**src/logic/wdt_ctrl_pkg.sv**
```systemverilog
// Package with the constants and carrier types of the windowed watchdog control block.
package wdt_ctrl_pkg;

   // ***************************************************************
   // Register map and codes
   // ***************************************************************
   localparam int ADDR_W = 12;
   localparam logic [11:0] CTRL_ADDR = 12'hFD4;
   localparam logic [11:0] CODE_ADDR = 12'hFD5;
   localparam logic [11:0] COUNT_ADDR = 12'hFD6;
   localparam logic [11:0] STATUS_ADDR = 12'hFD7;
   localparam logic [7:0] CLEAR_CODE = 8'h4E;
   localparam logic [7:0] DISABLE_CODE = 8'hB1;
   localparam logic [1:0] CTRL_FIXED = 2'h2;
   localparam logic [4:0] STATUS_FIXED = 5'h0B;

   // ***************************************************************
   // Field encodings
   // ***************************************************************
   localparam logic [1:0] WIN_FULL = 2'h0;
   localparam logic [1:0] WIN_HALF = 2'h2;
   localparam logic [1:0] WIN_3Q = 2'h3;
   localparam logic [7:0] COUNT_MAX = 8'hFF;
   localparam logic [4:0] GEAR_SHIFT_BASE = 5'h0A;
   localparam logic [4:0] LF_SHIFT_BASE = 5'h03;
   localparam int PRE_W = 16;

   typedef struct packed {
      logic enable;
      logic [1:0] clear_window_select;
      logic [1:0] overflow_period_select;
      logic overflow_action_select;
   } ctrl_t;

   localparam ctrl_t CTRL_RESET = '{enable: 1'b1, clear_window_select: 2'h0,
                                    overflow_period_select: 2'h3, overflow_action_select: 1'b1};

endpackage : wdt_ctrl_pkg

```
**src/logic/wdt_prescaler.sv**
```systemverilog
// Source-clock prescaler that turns source ticks into 8-bit counter steps.
`timescale 1ns/10ps
module wdt_prescaler #(
   parameter int PRE_W = wdt_ctrl_pkg::PRE_W
) (
   // Clock and reset
   input wire logic clk_in,
   input wire logic rst_n_in,
   // Control
   input wire logic tick_in,
   input wire logic clear_in,
   input wire logic [4:0] shift_in,
   // Result
   output logic step_out
);

   logic [PRE_W-1:0] pre;

   function automatic logic [PRE_W-1:0] low_mask(input logic [4:0] sh);
      low_mask = PRE_W'((32'h1 << sh) - 32'h1);
   endfunction : low_mask

   assign step_out = tick_in && ((pre & low_mask(shift_in)) == low_mask(shift_in));

   always_ff @(posedge clk_in or negedge rst_n_in) begin
      if (!rst_n_in) begin
         pre <= '0;
      end else if (clear_in) begin
         pre <= '0;
      end else if (tick_in) begin
         pre <= pre + PRE_W'(1);
      end
   end

endmodule : wdt_prescaler

```
**src/logic/windowed_watchdog_control.sv**
```systemverilog
// Control registers, clear window and overflow signalling of the 8-bit windowed watchdog.
// Functional notes
// (RULE_01) Period codes 10,11: 2^22/2^24 gear, else 2^15/2^17.
// (RULE_02) Action bit 0: overflow raises interrupt request.
// (RULE_03) Window 10: early clear interrupts; clears after half.
// (RULE_04) Window 11: early clear interrupts; clears after three-quarters.
// (RULE_05) Enable set locks window, period, action fields.
// (RULE_06) Software stops: clear enable, then write 0xB1.
// (RULE_07) Write setting enable also accepts new fields; the code takes them only once the 0xB1 disable code has stopped the count.
// (RULE_08) Control reads give bit7 one, bit6 zero.
// (RULE_09) Gear clock in normal mode, prescaler clear.
// (RULE_10) Period codes 00,01: 2^18/2^20 gear, else 2^11/2^13.
// (RULE_11) Code 0x4E clears counter; other codes ignored.
// (RULE_12) Window 00: clear allowed anytime, no interrupt.
// (RULE_13) Action bit 1: overflow raises reset request.
//
// The plain strobed port and the register offsets were left to the implementer.
`timescale 1ns/10ps
module windowed_watchdog_control (
   // Clock and reset
   input wire logic clk_in,
   input wire logic rst_n_in,
   // Register port
   input wire logic [11:0] addr_in,
   input wire logic [7:0] wr_data_in,
   input wire logic wr_en_in,
   input wire logic rd_en_in,
   output logic [7:0] rd_data_out,
   // Count sources and operating mode
   input wire logic gear_tick_in,
   input wire logic low_freq_clock_tick_in,
   input wire logic normal_mode_in,
   input wire logic prescaler_select_bit_in,
   // Detection requests
   output logic wd_interrupt_out,
   output logic wd_reset_out
);

   // ***************************************************************
   // Decode
   // ***************************************************************
   wdt_ctrl_pkg::ctrl_t ctrl;
   wdt_ctrl_pkg::ctrl_t wr_ctrl_val;
   logic running;
   logic [7:0] count;
   logic early_flag;
   logic ovf_flag;
   logic wr_ctrl, wr_code, clear_code, disable_go, rd_status;
   logic use_gear, src_tick, step, good_clear, bad_clear, overflow;
   logic [4:0] shift;

   function automatic logic in_window(input logic [1:0] win, input logic [7:0] cnt);
      unique case (win)
         wdt_ctrl_pkg::WIN_HALF: in_window = cnt[7]; // [RULE_03]
         wdt_ctrl_pkg::WIN_3Q: in_window = &cnt[7:6]; // [RULE_04]
         default: in_window = 1'b1; // [RULE_12]
      endcase
   endfunction : in_window

   assign wr_ctrl_val = wdt_ctrl_pkg::ctrl_t'(wr_data_in[$bits(wdt_ctrl_pkg::ctrl_t)-1:0]);
   assign wr_ctrl = wr_en_in && (addr_in == wdt_ctrl_pkg::CTRL_ADDR);
   assign wr_code = wr_en_in && (addr_in == wdt_ctrl_pkg::CODE_ADDR);
   assign rd_status = rd_en_in && (addr_in == wdt_ctrl_pkg::STATUS_ADDR);
   // Any other code value falls through both compares and does nothing.
   assign clear_code = wr_code && (wr_data_in == wdt_ctrl_pkg::CLEAR_CODE); // [RULE_11]
   assign disable_go = wr_code && (wr_data_in == wdt_ctrl_pkg::DISABLE_CODE) && !ctrl.enable; // [RULE_06]
   assign good_clear = clear_code && running && in_window(ctrl.clear_window_select, count);
   assign bad_clear = clear_code && running && !in_window(ctrl.clear_window_select, count); // [RULE_03] [RULE_04]

   // ***************************************************************
   // Count source
   // ***************************************************************
   assign use_gear = normal_mode_in && !prescaler_select_bit_in; // [RULE_09]
   assign src_tick = running && (use_gear ? gear_tick_in : low_freq_clock_tick_in); // [RULE_09]
   // The 8-bit counter steps every 2^shift source ticks, so overflow is 2^(shift+8) ticks.
   assign shift = (use_gear ? wdt_ctrl_pkg::GEAR_SHIFT_BASE : wdt_ctrl_pkg::LF_SHIFT_BASE)
                  + {2'h0, ctrl.overflow_period_select, 1'b0}; // [RULE_01] [RULE_10]

   wdt_prescaler #(
      .PRE_W(wdt_ctrl_pkg::PRE_W)
   ) wdt_prescaler_inst (
      .clk_in(clk_in),
      .rst_n_in(rst_n_in),
      .tick_in(src_tick),
      .clear_in(!running || good_clear || disable_go),
      .shift_in(shift),
      .step_out(step)
   );

   // A disable that meets an overflow wins and the overflow is dropped.
   // A clear taken in that same cycle wins too, so a timely clear never raises a request.
   assign overflow = step && (count == wdt_ctrl_pkg::COUNT_MAX) && !disable_go && !good_clear;

   // ***************************************************************
   // Control register and run state
   // ***************************************************************
   always_ff @(posedge clk_in or negedge rst_n_in) begin
      if (!rst_n_in) begin
         ctrl <= wdt_ctrl_pkg::CTRL_RESET;
      end else if (wr_ctrl) begin
         ctrl.enable <= wr_ctrl_val.enable;
         // Clearing enable alone does not unlock; only the disable code stops the count.
         if (!running) begin // [RULE_05] [RULE_07]
            ctrl.clear_window_select <= wr_ctrl_val.clear_window_select;
            ctrl.overflow_period_select <= wr_ctrl_val.overflow_period_select;
            ctrl.overflow_action_select <= wr_ctrl_val.overflow_action_select;
         end
      end
   end

   always_ff @(posedge clk_in or negedge rst_n_in) begin
      if (!rst_n_in) begin
         running <= 1'b1;
      end else if (disable_go) begin
         running <= 1'b0; // [RULE_06]
      end else if (wr_ctrl && wr_ctrl_val.enable) begin
         running <= 1'b1;
      end
   end

   always_ff @(posedge clk_in or negedge rst_n_in) begin
      if (!rst_n_in) begin
         count <= '0;
      end else if (disable_go || good_clear) begin
         count <= '0; // [RULE_11] [RULE_12]
      end else if (step) begin
         count <= count + 8'h01;
      end
   end

   // ***************************************************************
   // Detection outputs and sticky status
   // ***************************************************************
   always_ff @(posedge clk_in or negedge rst_n_in) begin
      if (!rst_n_in) begin
         wd_interrupt_out <= 1'b0;
         wd_reset_out <= 1'b0;
      end else begin
         wd_interrupt_out <= bad_clear || (overflow && !ctrl.overflow_action_select); // [RULE_02] [RULE_03]
         wd_reset_out <= overflow && ctrl.overflow_action_select; // [RULE_13]
      end
   end

   // Setting wins over the clear-on-read so an event in the read cycle survives.
   always_ff @(posedge clk_in or negedge rst_n_in) begin
      if (!rst_n_in) begin
         early_flag <= 1'b0;
         ovf_flag <= 1'b0;
      end else begin
         early_flag <= bad_clear || (early_flag && !rd_status);
         ovf_flag <= (overflow && !ctrl.overflow_action_select) || (ovf_flag && !rd_status);
      end
   end

   // ***************************************************************
   // Read port
   // ***************************************************************
   always_ff @(posedge clk_in or negedge rst_n_in) begin
      if (!rst_n_in) begin
         rd_data_out <= '0;
      end else if (!rd_en_in) begin
         rd_data_out <= '0;
      end else begin
         unique case (addr_in)
            wdt_ctrl_pkg::CTRL_ADDR: rd_data_out <= {wdt_ctrl_pkg::CTRL_FIXED, ctrl}; // [RULE_08]
            wdt_ctrl_pkg::COUNT_ADDR: rd_data_out <= count;
            wdt_ctrl_pkg::STATUS_ADDR: rd_data_out <= {wdt_ctrl_pkg::STATUS_FIXED, ovf_flag, early_flag, running};
            default: rd_data_out <= '0;
         endcase
      end
   end
endmodule : windowed_watchdog_control

```
**config.mk**
```make
export PLATFORM = sky130hd
export DESIGN_NAME = windowed_watchdog_control
export DESIGN_NICKNAME = d
export VERILOG_FILES = /design/src/logic/wdt_ctrl_pkg.sv /design/src/logic/wdt_prescaler.sv /design/src/logic/windowed_watchdog_control.sv
export SDC_FILE = /design/constraint.sdc
export NUM_CORES = 1
export LEC_CHECK = 0
export BUFFER_PORTS_ARGS = -buffer_cell sky130_fd_sc_hd__clkbuf_2
export CORE_MARGIN = 1.5
export CORE_UTILIZATION = 46
export CTS_BUF_LIST = sky130_fd_sc_hd__clkbuf_8
export DETAILED_ROUTE_END_ITERATION = 10
export PLACE_DENSITY = 0.7
export SLEW_MARGIN = 20
export SYNTH_ARGS = -nofsm -noshare
export SYNTH_HDL_FRONTEND = slang
export SYNTH_SLANG_ARGS = --single-unit
```
**constraint.sdc**
```tcl
create_clock -name clk_in -period 3.05 [get_ports clk_in]
set_input_delay 0.305 -clock clk_in [delete_from_list [all_inputs] [get_ports clk_in]]
set_output_delay 0.305 -clock clk_in [all_outputs]
set_load 0.01 [all_outputs]
```
* Word-level counts from Yosys, hierarchy flattened *
Cells that the tools add are included.

word-level totals
  flip-flop bits (word level) = 43
  RAM bits = 0
  memories = 0
  word-level logic and storage cells = 79
  output and inout port bits = 10
  ROM bits = 0
  bits in latches = 0

operators by class
  bitwise logic cells = 2
  equality and inequality tests = 10
  reduce and logical (&&, ||, !) cells = 39
  shift-type cells = 1
  $lt $le $gt $ge = 0
  $add $sub $neg = 4
  multipliers = 0
  div/mod/pow operators = 0
  mux-type cells = 11

operators with widths
  cell                                                count
  == test 12 bit, second input constant               4
  2-to-1 mux 16 bit                                   2
  2-to-1 mux 8 bit                                    3
  one-hot mux 8 bit (3 select lines)                  1
  logical AND 1 bit                                   20
  adder 16 x 1 -> 16 bit, second input constant       1
  AND 16 bit                                          1
  == test 16 bit                                      1
  == test 8 bit, second input constant                2
  << shifter 1 x 5 -> 16 bit, first input constant    1
  subtractor 16 x 1 -> 16 bit, second input constant  1
  adder 8 x 1 -> 8 bit, second input constant         1
  == test 8 x 7 -> 1 bit, second input constant       1
  zero test 1 bit                                     8
  logical OR 1 bit                                    6
  nonzero test 2 bit                                  3
  adder 4 x 3 -> 5 bit                                1
  == test 2 bit, second input constant                2
  2-to-1 mux 4 bit                                    1
  AND reduction 2 bit                                 2
  2-to-1 mux 1 bit                                    3
  one-hot mux 1 bit (2 select lines)                  1
  NOT 1 bit                                           1

* Longest topological paths before layout *
Gate-level depths: netlist of run 1.

  depth after elaboration = 14
  depth in mapped cells = 15
  depth with buffers taken out = 12

* Cells and area by module *
Synthesis of run 1 repeated with hierarchy kept, for this count alone.

unflattened totals
  cells, all modules = 264
  area total of the unflattened synthesis = 2,534.9 µm²

by module, submodules not included
  module                     cells each  seq. area each (µm²)  times used  area an instance (µm²)
  windowed_watchdog_control  131         681.9                 1           1,403.8
  wdt_prescaler              133         400.4                 1           1,131.1

* Least setup slack after synthesis of run 1 *
Ideal clock, no wire load.

  kind = register -> register
  start point = register ctrl[1] (netlist bit)
  end point = register count[2]
  slack = -300 ps
  required time = 2,915 ps
  stages on the path, launching flop included = 15
  path buffers = 3
  arrival = 3,216 ps
  cells stage by stage = dfstp_2 -> ha_1 -> clkbuf_1 -> nand2b_1 -> nor3_1 -> inv_1 -> ha_1 -> clkbuf_1 -> and2_1 -> o311ai_0 -> a31oi_1 -> or4_1 -> buf_6 -> o311ai_4 -> o41ai_2

between the ends
  longest elaborated chain between the ends = 7

RTL lines
  what                                     RTL line                          text
  start, declared                          windowed_watchdog_control.sv:42   wdt_ctrl_pkg::ctrl_t ctrl;
  start signal, assigned                   windowed_watchdog_control.sv:99   ctrl <= wdt_ctrl_pkg::CTRL_RESET;
  adder 4 x 3 -> 5 bit (*)                 windowed_watchdog_control.sv:77   + {2'h0, ctrl.overflow_period_select, 1'b0};
  << shifter 1 x 5 -> 16 bit (*)           wdt_prescaler.sv:20               low_mask = PRE_W'((32'h1 << sh) - 32'h1);
  subtractor 16 x 1 -> 16 bit (*)          wdt_prescaler.sv:20
  AND 16 bit                               wdt_prescaler.sv:23               assign step_out = tick_in && ((pre & low_mask(shift_in)) == low_mask(shift_in));
  == test 16 bit (*)                       wdt_prescaler.sv:23
  logical AND 1 bit (*)                    wdt_prescaler.sv:23
  nonzero test 2 bit (no source line) (*)  --
  end signal, assigned                     windowed_watchdog_control.sv:127  count <= count + 8'h01;
  end, declared                            windowed_watchdog_control.sv:45   logic [7:0] count;

Mark *: on every way between the ends. The rest lies on a longest branch, timed or not.
A chain may end at the register's enable or synchronous reset.

* Final worst setup path of run 1 *
Same ends and word-level chain as after synthesis.

==> impl_metrics.csv, run 1 <==
group,metric,value,unit
outcome,status,"finished, violations left",
outcome,violations,"negative hold slack",
drt,drc_errors,0,
placement,dp_cells,413,
drt,first_pass_iters,4,
grt,antenna_found_initial,0,
pwr,seqPwrFrac,56.5,%
sta,fin_ws,0.126,ns
critical_path,crit_path_end_kind,"register",
pwr,p_leak,0.00149,µW
critical_path,path_buf_inv,2,
sta,relSlewSlack,61.7,%
pwr,switchingPower,234,µW
cts,htreeDepth,2,
pwr,p_total,1010,µW
sta,slew_violations,0,
cts,cts_root_buf,"clkbuf_8",
floorplan,die_w,80.9,µm
cts,clk_pin_slew,0.08,ns
hold_path,min-delay-path-class,"in2async",
floorplan,die_y,80.9,µm
placement,place_congestion,0.931,
sta,finalCritPeriodShare,95.9,%
finish,final_common_cell,"dfrtp_1",
finish,finalNetCount,379,
drt,ant_nets,0,
pwr,p_clk_share,36.6,%
cts,clkLatencyLatePin,0.30,ns
pwr,p_comb_share,6.8,%
critical_path,cp_slowest_cell,"dfstp_2",
placement,place_ws,0.0631,ns
drt,finalWirelength,6.89,mm
critical_path,cp_data_required_time,3.22,ns
critical_path,timing.critical_path.mode_cell,"ha_4",
drt,wl_per_cell,16.3,µm
floorplan,die_area,6550,µm²
drt,drt-initial-drc-count,112,
sta,holdWs,-0.0159,ns
cts,clock_path_buffers,2,
logic_synthesis,syn_area,2790,µm²
finish,insertedDiodeCount,0,
critical_path,cp_top_family,"simple AND/OR/NAND/NOR gates",
drt,vias,2414,
pwr,p_int,776,µW
floorplan,coreArea,5890,µm²
critical_path,worstPathMaxFanout,5,
floorplan,start_util,47.5,%
finish,seqCellArea,1080,µm²
placement,dp_hpwl,4.95,mm
pwr,peakVddDrop,180,µV
critical_path,critical_path_class,"reg2reg",
logic_synthesis,synth.distinct_cells,60,
logic_synthesis,yosys.area.top_type_share,34.0,%
logic_synthesis,synth_warnings,0,
logic_synthesis,ys_seq_area_share,38.7,%
sta,max_freq,0.342,GHz
job,drv_cap,0,
sta,hold_viol,36,
grt,grt_overflow,0,
finish,fin_cells,422,
grt,grt_first_pass_wirelength,11.4,mm
floorplan,pin_count,38,
logic_synthesis,async_reset_ff_share,100,%
drt,routed_via_density,5.72,
finish,nFillCells,527,
pwr,swShare,23.2,%
logic_synthesis,yosys.area.top_type,"dfrtp_1",
finish,drive_gt1_share,28.8,%
logic_synthesis,synth_area_leaders,"dfrtp_1 (34%), dfstp_2 (4.7%), nor2_1 (4.2%)",
critical_path,crit_path_cell_trace,"ha_4 -> nand2b_4 -> nor3_4 -> inv_2 -> ha_4 -> o2111ai_1 -> a2111o_1 -> or4_4 -> buf_12 -> o311ai_4 -> o41ai_2",
sta,fin_worst_skew,0.00506,ns
logic_synthesis,synthFlopType,"dfrtp_1",
floorplan,rows,28,
grt,grt_max_degree,44,
critical_path,crit_path_max_incr_delay,0.56,ns
cts,cts_tree,"done",
placement,io_buffer_count,37,
sta,setup_violations,0,
sta,worst_slew_pin_slew,0.574,ns
logic_synthesis,syn-num-nets,335,
grt,grt_pass1_vias,2319,
cts,clkSinkCount,43,
grt,grt_use_total,22.9,%
finish,final_cell_mix,"dfrtp_1 (38), clkbuf_2 (36), nor2_1 (31), nand2_1 (28), buf_4 (16)",
critical_path,worstPathArrival,3.10,ns
finish,multiInputGateArea,1720,µm²
cts,cts_buffers,5,
pwr,power_density,300,nW/µm²
critical_path,startpoint_type,"register",
sta,min_period,2.92,ns
logic_synthesis,synth.avg_cell_area,9.22,µm²
logic_synthesis,ys_ff_latch,43,
logic_synthesis,synth-edff-count,0,
logic_synthesis,syn_inst,303,
finish,area_growth,20.6,%
==> through the flow <==
stage | setup TNS [ns] | hold WS, ns | utilization (%) | area (µm²)
global placement | 0 | 0.468 | 53.9 | 3170
detailed placement | 0 | 0.460 | 53.9 | 3170
CTS | 0 | 0.235 | 55.4 | 3260
finish | 0 | -0.0159 | 57.2 | 3370
floorplan | -0.0151 | 0.00941 | - | 2890
global route | -0.000488 | 0.0342 | 57.2 | 3370
==> cell families (layout without fill, tap and decap cells) <==
| family | count (synthesis) | in the layout | synth area share [%] |
|---|---|---|---|
| xor+xnor | 17 | 17 | 5.33 |
| compound gates | 47 | 47 | 13.3 |
| simple gates | 147 | 147 | 29.1 |
| flops | 43 | 43 | 38.7 |
| buf+inv | 26 | 70 | 4.07 |
| mux | 19 | 19 | 7.66 |
| fa+ha+maj | 4 | 4 | 1.79 |
==> power groups by stage <==
stage / clock [µW] / sequential, µW / combinational, µW
final: 370 / 571 / 69.1
after global routing: 404 / 571 / 77.1
after CTS: 380 / 571 / 68.6
after detailed placement: 0 / 582 / 68.3
after global placement: 0 / 582 / 67.7
after floorplan: 0 / 582 / 27.9
==> flip-flops by register name, indices dropped and copies added, names as in the netlist <==
register,count
ovf_flag,1
wd_reset_out,1
ctrl,6
wd_interrupt_out,1
wdt_prescaler_inst.pre,16
early_flag,1
rd_data_out,8
count,8
running,1
==> final timing paths <==
| kind | from | to | slack [ns] | cells after the start |
|---|---|---|---|---|
| max in group asynchronous | rst_n_in | ctrl[5]$_DFFE_PN1P_ | 2.69 | 1 |
| worst max register to register | ctrl[1]$_DFFE_PN1P_ | count[2]$_DFFE_PN0P_ | 0.13 | 11 |
| worst min register to register | early_flag$_DFF_PN0_ | early_flag$_DFF_PN0_ | 0.49 | 2 |
| min in group clk_in | wr_data_in[1] | ctrl[1]$_DFFE_PN1P_ | 0.28 | 2 |
| worst min-delay path | rst_n_in | ctrl[3]$_DFFE_PN0P_ | -0.02 | 1 |
| worst max-delay path | ctrl[1]$_DFFE_PN1P_ | count[2]$_DFFE_PN0P_ | 0.13 | 11 |
==> synthesized netlist by cell type (4+ instances only) <==
master,instances
nor3_1,10
mux2_2,9
nor2_1,31
ha_1,4
a21oi_1,9
nand3_1,14
dfrtp_1,38
mux2i_1,9
nor3_2,6
clkbuf_1,15
nand2b_1,13
nand2_1,28
xor2_1,11
nand4_1,6
a211o_1,4
dfstp_2,5
and3_1,8
xnor2_1,6
a22oi_1,4
inv_1,8
nor2b_1,8
==> layer usage <==
metal | GRT usage, % | vias to the layer above | routed length (µm)
met1 | 30.4 | 1172 | 3110
met2 | 37.7 | 46 | 3410
met4 | 6.03 | 0 | 131
met3 | 5.06 | 14 | 248
met5 | 0 | - | 0
li1 | - | 1182 | -
==> what timing repair did <==
action / 4_1_cts / 5_1_grt
setup endpoints to repair: 0 / 11
buffers inserted: 0 / 1
resized for setup: 0 / 16
hold buffers: 0 / 0
==> cell type report <==
type                    count  share of cell area (%)
multi-input cells         234                    51.0
clock buffers               6                    2.45
clock inverters             1                   0.149
flip-flops and latches     43                    32.1
well taps                  75                    2.79
inverters                   8                   0.892
repair buffers             55                    10.6
No activity file was read; power rests on OpenSTA's default activity.
==> run 2: changes to the inputs <==
==> constraint.sdc (replaced) <==
create_clock -name clk_in -period 3.05 [get_ports clk_in]
set_input_delay 0.61 -clock clk_in [delete_from_list [all_inputs] [get_ports clk_in]]
set_output_delay 0.61 -clock clk_in [all_outputs]
set_load 0.01 [all_outputs]
==> run 2 against run 1 <==
Against the previous run:
- the run ends with negative setup slack left
- sequential share of layout area decreased by 0.94 points
- die area unchanged
- clock power about the same
- clock skew increased by 0.0053 ns
- register-to-register slack got worse by 0.13 ns
- sequential power about the same
- critical path depth unchanged
- flip-flop and latch count unchanged
- routed wire length increased by 1.3%
==> impl_metrics.csv, run 2 (synthesis results as in run 1) <==
group,metric,value,unit
outcome,status,"finished, violations left",
outcome,violations,"negative setup slack",
cts,clk_pin_slew,0.08,ns
sta,max_freq,0.328,GHz
pwr,swShare,22.7,%
critical_path,critical_path_class,"reg2reg",
drt,drc_errors,0,
sta,finalCritPeriodShare,100,%
sta,setup_violations,1,
grt,grt_max_degree,44,
critical_path,startpoint_type,"register",
critical_path,crit_path_end_kind,"register",
placement,dp_hpwl,5.13,mm
finish,top_register,"wdt_prescaler_inst.pre",
floorplan,rows,28,
sta,hold_viol,0,
sta,slew_violations,0,
cts,clkLatencyLatePin,0.29,ns
pwr,peakVddDrop,191,µV
pwr,switchingPower,229,µW
pwr,power_density,291,nW/µm²
placement,io_buffer_count,37,
floorplan,die_w,80.9,µm
sta,min_period,3.05,ns
drt,first_pass_iters,4,
critical_path,cp_data_required_time,3.21,ns
cts,htreeDepth,2,
job,drv_cap,0,
critical_path,r2r-end,"count[2]$_DFFE_PN0P_",
floorplan,die_area,6550,µm²
finish,reg_top3,"wdt_prescaler_inst.pre: 16 flops, count: 8 flops, rd_data_out: 8 flops",
placement,place_congestion,0.839,
critical_path,ff2ff_path_depth,11,
floorplan,coreArea,5890,µm²
pwr,p_total,1010,µW
drt,finalWirelength,6.99,mm
cts,clkSinkCount,43,
sta,relSlewSlack,61.2,%
pwr,p_leak,0.00157,µW
cts,cts_root_buf,"clkbuf_8",
pwr,seqPwrFrac,56.5,%
critical_path,r2r_setup_slack,-0.0007,ns
sta,fin_worst_skew,0.0104,ns
drt,vias,2463,
finish,final_cell_mix,"dfrtp_1 (38), clkbuf_2 (36), nor2_1 (31), nand2_1 (28), buf_4 (26)",
sta,worst_slew_pin_slew,0.581,ns
grt,grt_overflow,0,
pwr,p_clk_share,36.3,%
finish,nFillCells,511,
drt,drt-initial-drc-count,125,
floorplan,start_util,47.5,%
grt,grt_pass1_vias,2383,
finish,finalNetCount,390,
grt,grt_use_total,22.8,%
sta,holdWs,0.299,ns
sta,fin_ws,-0.000671,ns
finish,insertedDiodeCount,0,
cts,cts_buffers,5,
pwr,p_int,781,µW
grt,antenna_found_initial,0,
cts,clock_path_buffers,2,
grt,grt_first_pass_wirelength,11.5,mm
finish,largest_register_ffs,16,
critical_path,worstPathMaxFanout,5,
critical_path,worstPathArrival,3.21,ns
critical_path,r2r-start,"ctrl[2]$_DFFE_PN1P_",
sta,rsz0062_at_grt,"yes",
drt,ant_nets,0,
floorplan,pin_count,38,
finish,final_common_cell,"dfrtp_1",
drt,routed_via_density,5.68,
drt,wl_per_cell,16.1,µm
hold_path,min-delay-path-class,"in2async",
floorplan,die_y,80.9,µm
finish,area_growth,24.2,%
cts,cts_tree,"done",
finish,drive_gt1_share,31.5,%
pwr,p_comb_share,7.2,%
==> run 2: changes by cell type in the layout (fill, tap and decap cells not counted), sizes merged <==
cell	previous run	this run
buf	18	29
inv	8	9
==> run 2: worst max-delay path by stage <==
stage / from / to / slack, ns
final: ctrl[2]$_DFFE_PN1P_ / count[2]$_DFFE_PN0P_ / -0.0007
after global routing: ctrl[2]$_DFFE_PN1P_ / count[2]$_DFFE_PN0P_ / -0.09
after floorplan: ctrl[1]$_DFFE_PN1P_ / count[2]$_DFFE_PN0P_ / -0.02
after global placement: prescaler_select_bit_in / count[2]$_DFFE_PN0P_ / -0.01
after CTS: ctrl[2]$_DFFE_PN1P_ / count[2]$_DFFE_PN0P_ / 0.004
after detailed placement: prescaler_select_bit_in / count[2]$_DFFE_PN0P_ / -0.09
==> run 2: power groups by stage <==
stage,sequential [µW],clock (µW),combinational [µW]
global route,571,403,81.4
finish,571,367,72.4
floorplan,582,0,27.9
CTS,571,376,71.6
detailed placement,582,0,71.2
global placement,582,0,70.4
==> run 2: worst max-delay path, stage by stage (launching register included) <==
cell and delay (ns):
dfstp_2 0.56, ha_4 0.21, nand2b_4 0.15, nor3_4 0.20, inv_2 0.08, ha_4 0.25
o2111ai_1 0.09, a2111o_1 0.34, or4_4 0.55, buf_12 0.17, o311ai_4 0.22, o41ai_2 0.11
==> run 2: metrics by stage <==
stage          cells  util [%]    TNS, ns  worst slack, ns  cell area [µm²]
3_5_place_dp     422      55.3     -0.512          -0.0947             3250
3_3_place_gp     422      55.3    -0.0176          -0.0121             3250
4_1_cts          430      57.3          0          0.00364             3370
5_1_grt          434      58.9     -0.366          -0.0854             3470
2_1_floorplan    303         -    -0.0151          -0.0151             2890
6_report         434      58.9  -0.000671        -0.000671             3470
==> run 2: area by class of cell <==
type	instances	area (µm²)	share of cell area (%)
Inverter	8	30.0	0.865
Timing Repair Buffer	66	452	13.0
Multi-Input combinational cell	234	1720	49.6
Tap cell	75	93.8	2.70
Sequential cell	43	1080	31.2
Clock buffer	6	82.6	2.38
Clock inverter	2	8.76	0.252
==> run 2: repair_timing <==
action,in CTS,in global routing
gates cloned,0,1
pin swaps,0,6
buffers inserted,0,3
hold buffers,0,0
setup endpoints to repair,6,11
resized for setup,7,10
==> run 2: metal layers <==
layer  up-vias  routed length [µm]  GRT usage (%)
met5         -                   0              0
met4         0                  93           7.41
met3        11                 245           3.71
met2        42                3500           37.0
met1      1200                3140           31.1
li1       1210                   -              -
==> run 3: changes to the inputs <==
SYNTH_HIERARCHICAL = 1   (was default)
==> run 3 against run 2 <==
Against the previous run:
- the run still ends with negative setup slack left
- total power grew 0.93%
- largest power group unchanged
- cell area shrank 9.3%
- highest routed layer unchanged
- routed wire length shrank 16%
- combinational power up 6.9%
- critical endpoint is now count[7]$_DFFE_PN0P_
- via count is 12% lower
- non-clock buffer count decreased by 5
- flip-flop and latch count did not move
==> impl_metrics.csv, run 3 <==
group,metric,value,unit
critical_path,cp_data_required_time,3.24,ns
floorplan,die_y,77.2,µm
logic_synthesis,synth.distinct_cells,54,
drt,drc_errors,0,
pwr,peakVddDrop,179,µV
sta,relSlewSlack,64.2,%
logic_synthesis,yosys.area_share.simple,27.0,%
grt,grt_first_pass_wirelength,10.1,mm
placement,dpl-instance-area,2910,µm²
logic_synthesis,synthAdderAreaFrac,1.97,%
critical_path,path_buf_inv,1,
sta,hold_viol,0,
finish,top_register,"wdt_prescaler_inst/pre",
logic_synthesis,ys_ff_latch,43,
critical_path,cp_slowest_cell,"or4_4",
placement,io_buffer_count,37,
grt,grt_max_degree,44,
logic_synthesis,synth_area_leaders,"dfrtp_1 (38%), dfstp_2 (5.2%), nor2_1 (4.6%)",
logic_synthesis,synthFlopType,"dfrtp_1",
cts,clkLatencyLatePin,0.30,ns
logic_synthesis,synth.avg_cell_area,9.60,µm²
sta,max_freq,0.328,GHz
drt,drt-initial-drc-count,59,
sta,rsz0062_at_grt,"yes",
sta,worst_slew_pin_slew,0.537,ns
sta,finalCritPeriodShare,100,%
finish,drive_gt1_share,35.1,%
critical_path,cp_top_family,"simple AND/OR/NAND/NOR gates",
cts,clkSinkCount,43,
drt,first_pass_iters,4,
finish,area_growth,24.2,%
critical_path,critical_path_class,"reg2reg",
grt,grt_overflow,0,
outcome,status,"finished, violations left",
logic_synthesis,yosys.area.top_type_share,37.5,%
critical_path,crit_path_end_kind,"register",
critical_path,crit_path_cell_trace,"ha_4 -> xnor2_4 -> nor3_4 -> nand2_2 -> ha_4 -> nor2_2 -> a21oi_1 -> o211ai_1 -> or4_4 -> nor4_4 -> buf_6 -> nand3_4 -> nor3_4 -> xnor2_1 -> nor3_2",
logic_synthesis,ys_seq_area_share,42.7,%
cts,htreeDepth,2,
pwr,p_leak,0.00140,µW
sta,slew_violations,0,
logic_synthesis,synth-compound-area-share,10.3,%
logic_synthesis,yosys-top-cells-count,"dfrtp_1 (38), nor2_1 (31), nand2_1 (19)",
sta,min_period,3.05,ns
drt,routed_via_density,5.55,
cts,ctsHoldBuffers,0,
cts,cts_tree,"done",
finish,largest_register_ffs,16,
sta,fin_ws,-0.00108,ns
critical_path,startpoint_type,"register",
drt,ant_nets,0,
logic_synthesis,synth-edff-count,0,
sta,setup_violations,1,
pwr,power_density,324,nW/µm²
grt,grt_use_total,21.3,%
logic_synthesis,async_reset_ff_share,100,%
logic_synthesis,synth_top_family_by_area,"simple AND/OR/NAND/NOR gates",
cts,clock_path_buffers,2,
cts,clk_pin_slew,0.08,ns
finish,reg_top3,"wdt_prescaler_inst/pre: 16 flops, count: 8 flops, rd_data_out: 8 flops",
logic_synthesis,yosys.area.top_type,"dfrtp_1",
critical_path,worstPathMaxFanout,6,
cts,cts_root_buf,"clkbuf_8",
finish,final_area,3150,µm²
critical_path,worstPathArrival,3.24,ns
floorplan,pin_count,38,
finish,insertedDiodeCount,0,
cts,cts_buffers,5,
floorplan,rows,26,
outcome,violations,"negative setup slack",
placement,dp_hpwl,4.20,mm
floorplan,die_area,5970,µm²
logic_synthesis,syn_inst,264,
finish,final_cell_mix,"dfrtp_1 (38), clkbuf_2 (36), nor2_1 (27), buf_4 (24), nand2_1 (18)",
drt,wl_per_cell,15.1,µm
placement,place_congestion,0.871,
logic_synthesis,syn_area,2530,µm²
floorplan,start_util,48.7,%
drt,finalWirelength,5.87,mm
floorplan,coreArea,5200,µm²
finish,finalNetCount,350,
logic_synthesis,synth-xor-area-share,7.95,%
hold_path,min-delay-path-class,"in2async",
floorplan,die_w,77.2,µm
logic_synthesis,synth.most_common_cell,"dfrtp_1",
logic_synthesis,syn-num-nets,296,
logic_synthesis,synth_warnings,6,
job,drv_cap,0,
sta,fin_worst_skew,0.00705,ns
grt,antenna_found_initial,0,
logic_synthesis,synth.area.mux_share,5.58,%
critical_path,crit_path_max_incr_delay,0.57,ns
pwr,p_total,1020,µW
drt,vias,2158,
grt,grt_pass1_vias,2154,
finish,final_common_cell,"dfrtp_1",
## run 3: cell types whose count changed after synthesis, sizes merged, moves of 4 or more
cell,delta
nand3,-4
inv,-4
nand2,-9
o21ai,+8
nand2b,-11
mux2i,-6
clkbuf,-10
a211o,-4
xnor2,+5
and4b,+4
buf,+6
nor2b,-5
## run 3: where the power goes
part	leakage [µW]	switching (µW)	internal, µW	total [µW]
Combinational	0.000761	42.7	34.8	77.4
Sequential	0.000583	0.442	571	571
Clock	0.0000524	192	179	372
## run 3: worst register-to-register path, delay by kind of cell, from the launching register on
kind / cells / cell delay, ns
XOR/XNOR: 2 / 0.26
AND/OR/NAND/NOR: 8 / 1.33
flip-flops: 1 / 0.56
buffers and inverters: 1 / 0.18
AO/OA/AOI/OAI: 2 / 0.21
adder cells (fa/ha/maj): 2 / 0.43
## run 3: path summary, 6_finish.rpt
kind | startpoint | to | slack [ns] | cells past startpoint
max | ctrl[1]$_DFFE_PN1P_ | count[7]$_DFFE_PN0P_ | -0.001 | 15
max reg2reg | ctrl[1]$_DFFE_PN1P_ | count[7]$_DFFE_PN0P_ | -0.001 | 15
max in group asynchronous | rst_n_in | ctrl[2]$_DFFE_PN1P_ | 2.38 | 1
min in group clk_in | early_flag$_DFF_PN0_ | early_flag$_DFF_PN0_ | 0.51 | 2
min reg2reg | early_flag$_DFF_PN0_ | early_flag$_DFF_PN0_ | 0.51 | 2
min | rst_n_in | ctrl[4]$_DFFE_PN0P_ | 0.29 | 1
## run 3: kinds of logic (layout without fill, tap and decap cells)
| group | Yosys count | count (layout) |
|---|---|---|
| AO/OA/AOI/OAI | 42 | 42 |
| XOR/XNOR | 23 | 23 |
| AND/OR/NAND/NOR | 121 | 121 |
| multiplexers | 13 | 13 |
| adder cells (fa/ha/maj) | 4 | 4 |
| buffers and inverters | 18 | 73 |
| flip-flops | 43 | 43 |
## run 3: cell type report
cell class	count	area (µm²)
clock buffer	6	82.6
clock inverter	2	8.76
fill	448	2060
inverter	4	15.0
multi-input combinational	203	1500
sequential	43	1080
tap	70	87.6
timing repair buffer	61	372
## run 3: stage by stage
stage | TNS [ns] | utilization [%] | hold WS, ns | cells | worst slack, ns
3_3_place_gp | -2.30 | 55.9 | 0.482 | 377 | -0.282
3_5_place_dp | -3.03 | 55.9 | 0.490 | 377 | -0.361
4_1_cts | -0.0355 | 58.9 | 0.512 | 386 | -0.0355
2_1_floorplan | -0.453 | - | 0.314 | 264 | -0.0944
6_report | -0.00108 | 60.5 | 0.286 | 389 | -0.00108
5_1_grt | -0.947 | 60.5 | 0.339 | 389 | -0.142
## run 3: what timing repair did
action / CTS / global route
setup endpoints to repair: 8 / 11
setup buffers: 1 / 3
gates resized for setup: 10 / 12
pin swaps: 0 / 1
## run 3: metal layers
layer / share of wire (%) / up-vias / global-route usage, %
li1: - / 1050 / -
met1: 44 / 1041 / 26.6
met2: 51 / 56 / 36.3
met3: 4.0 / 11 / 3.93
met4: 1.8 / 0 / 8.18
met5: 0 / - / 0
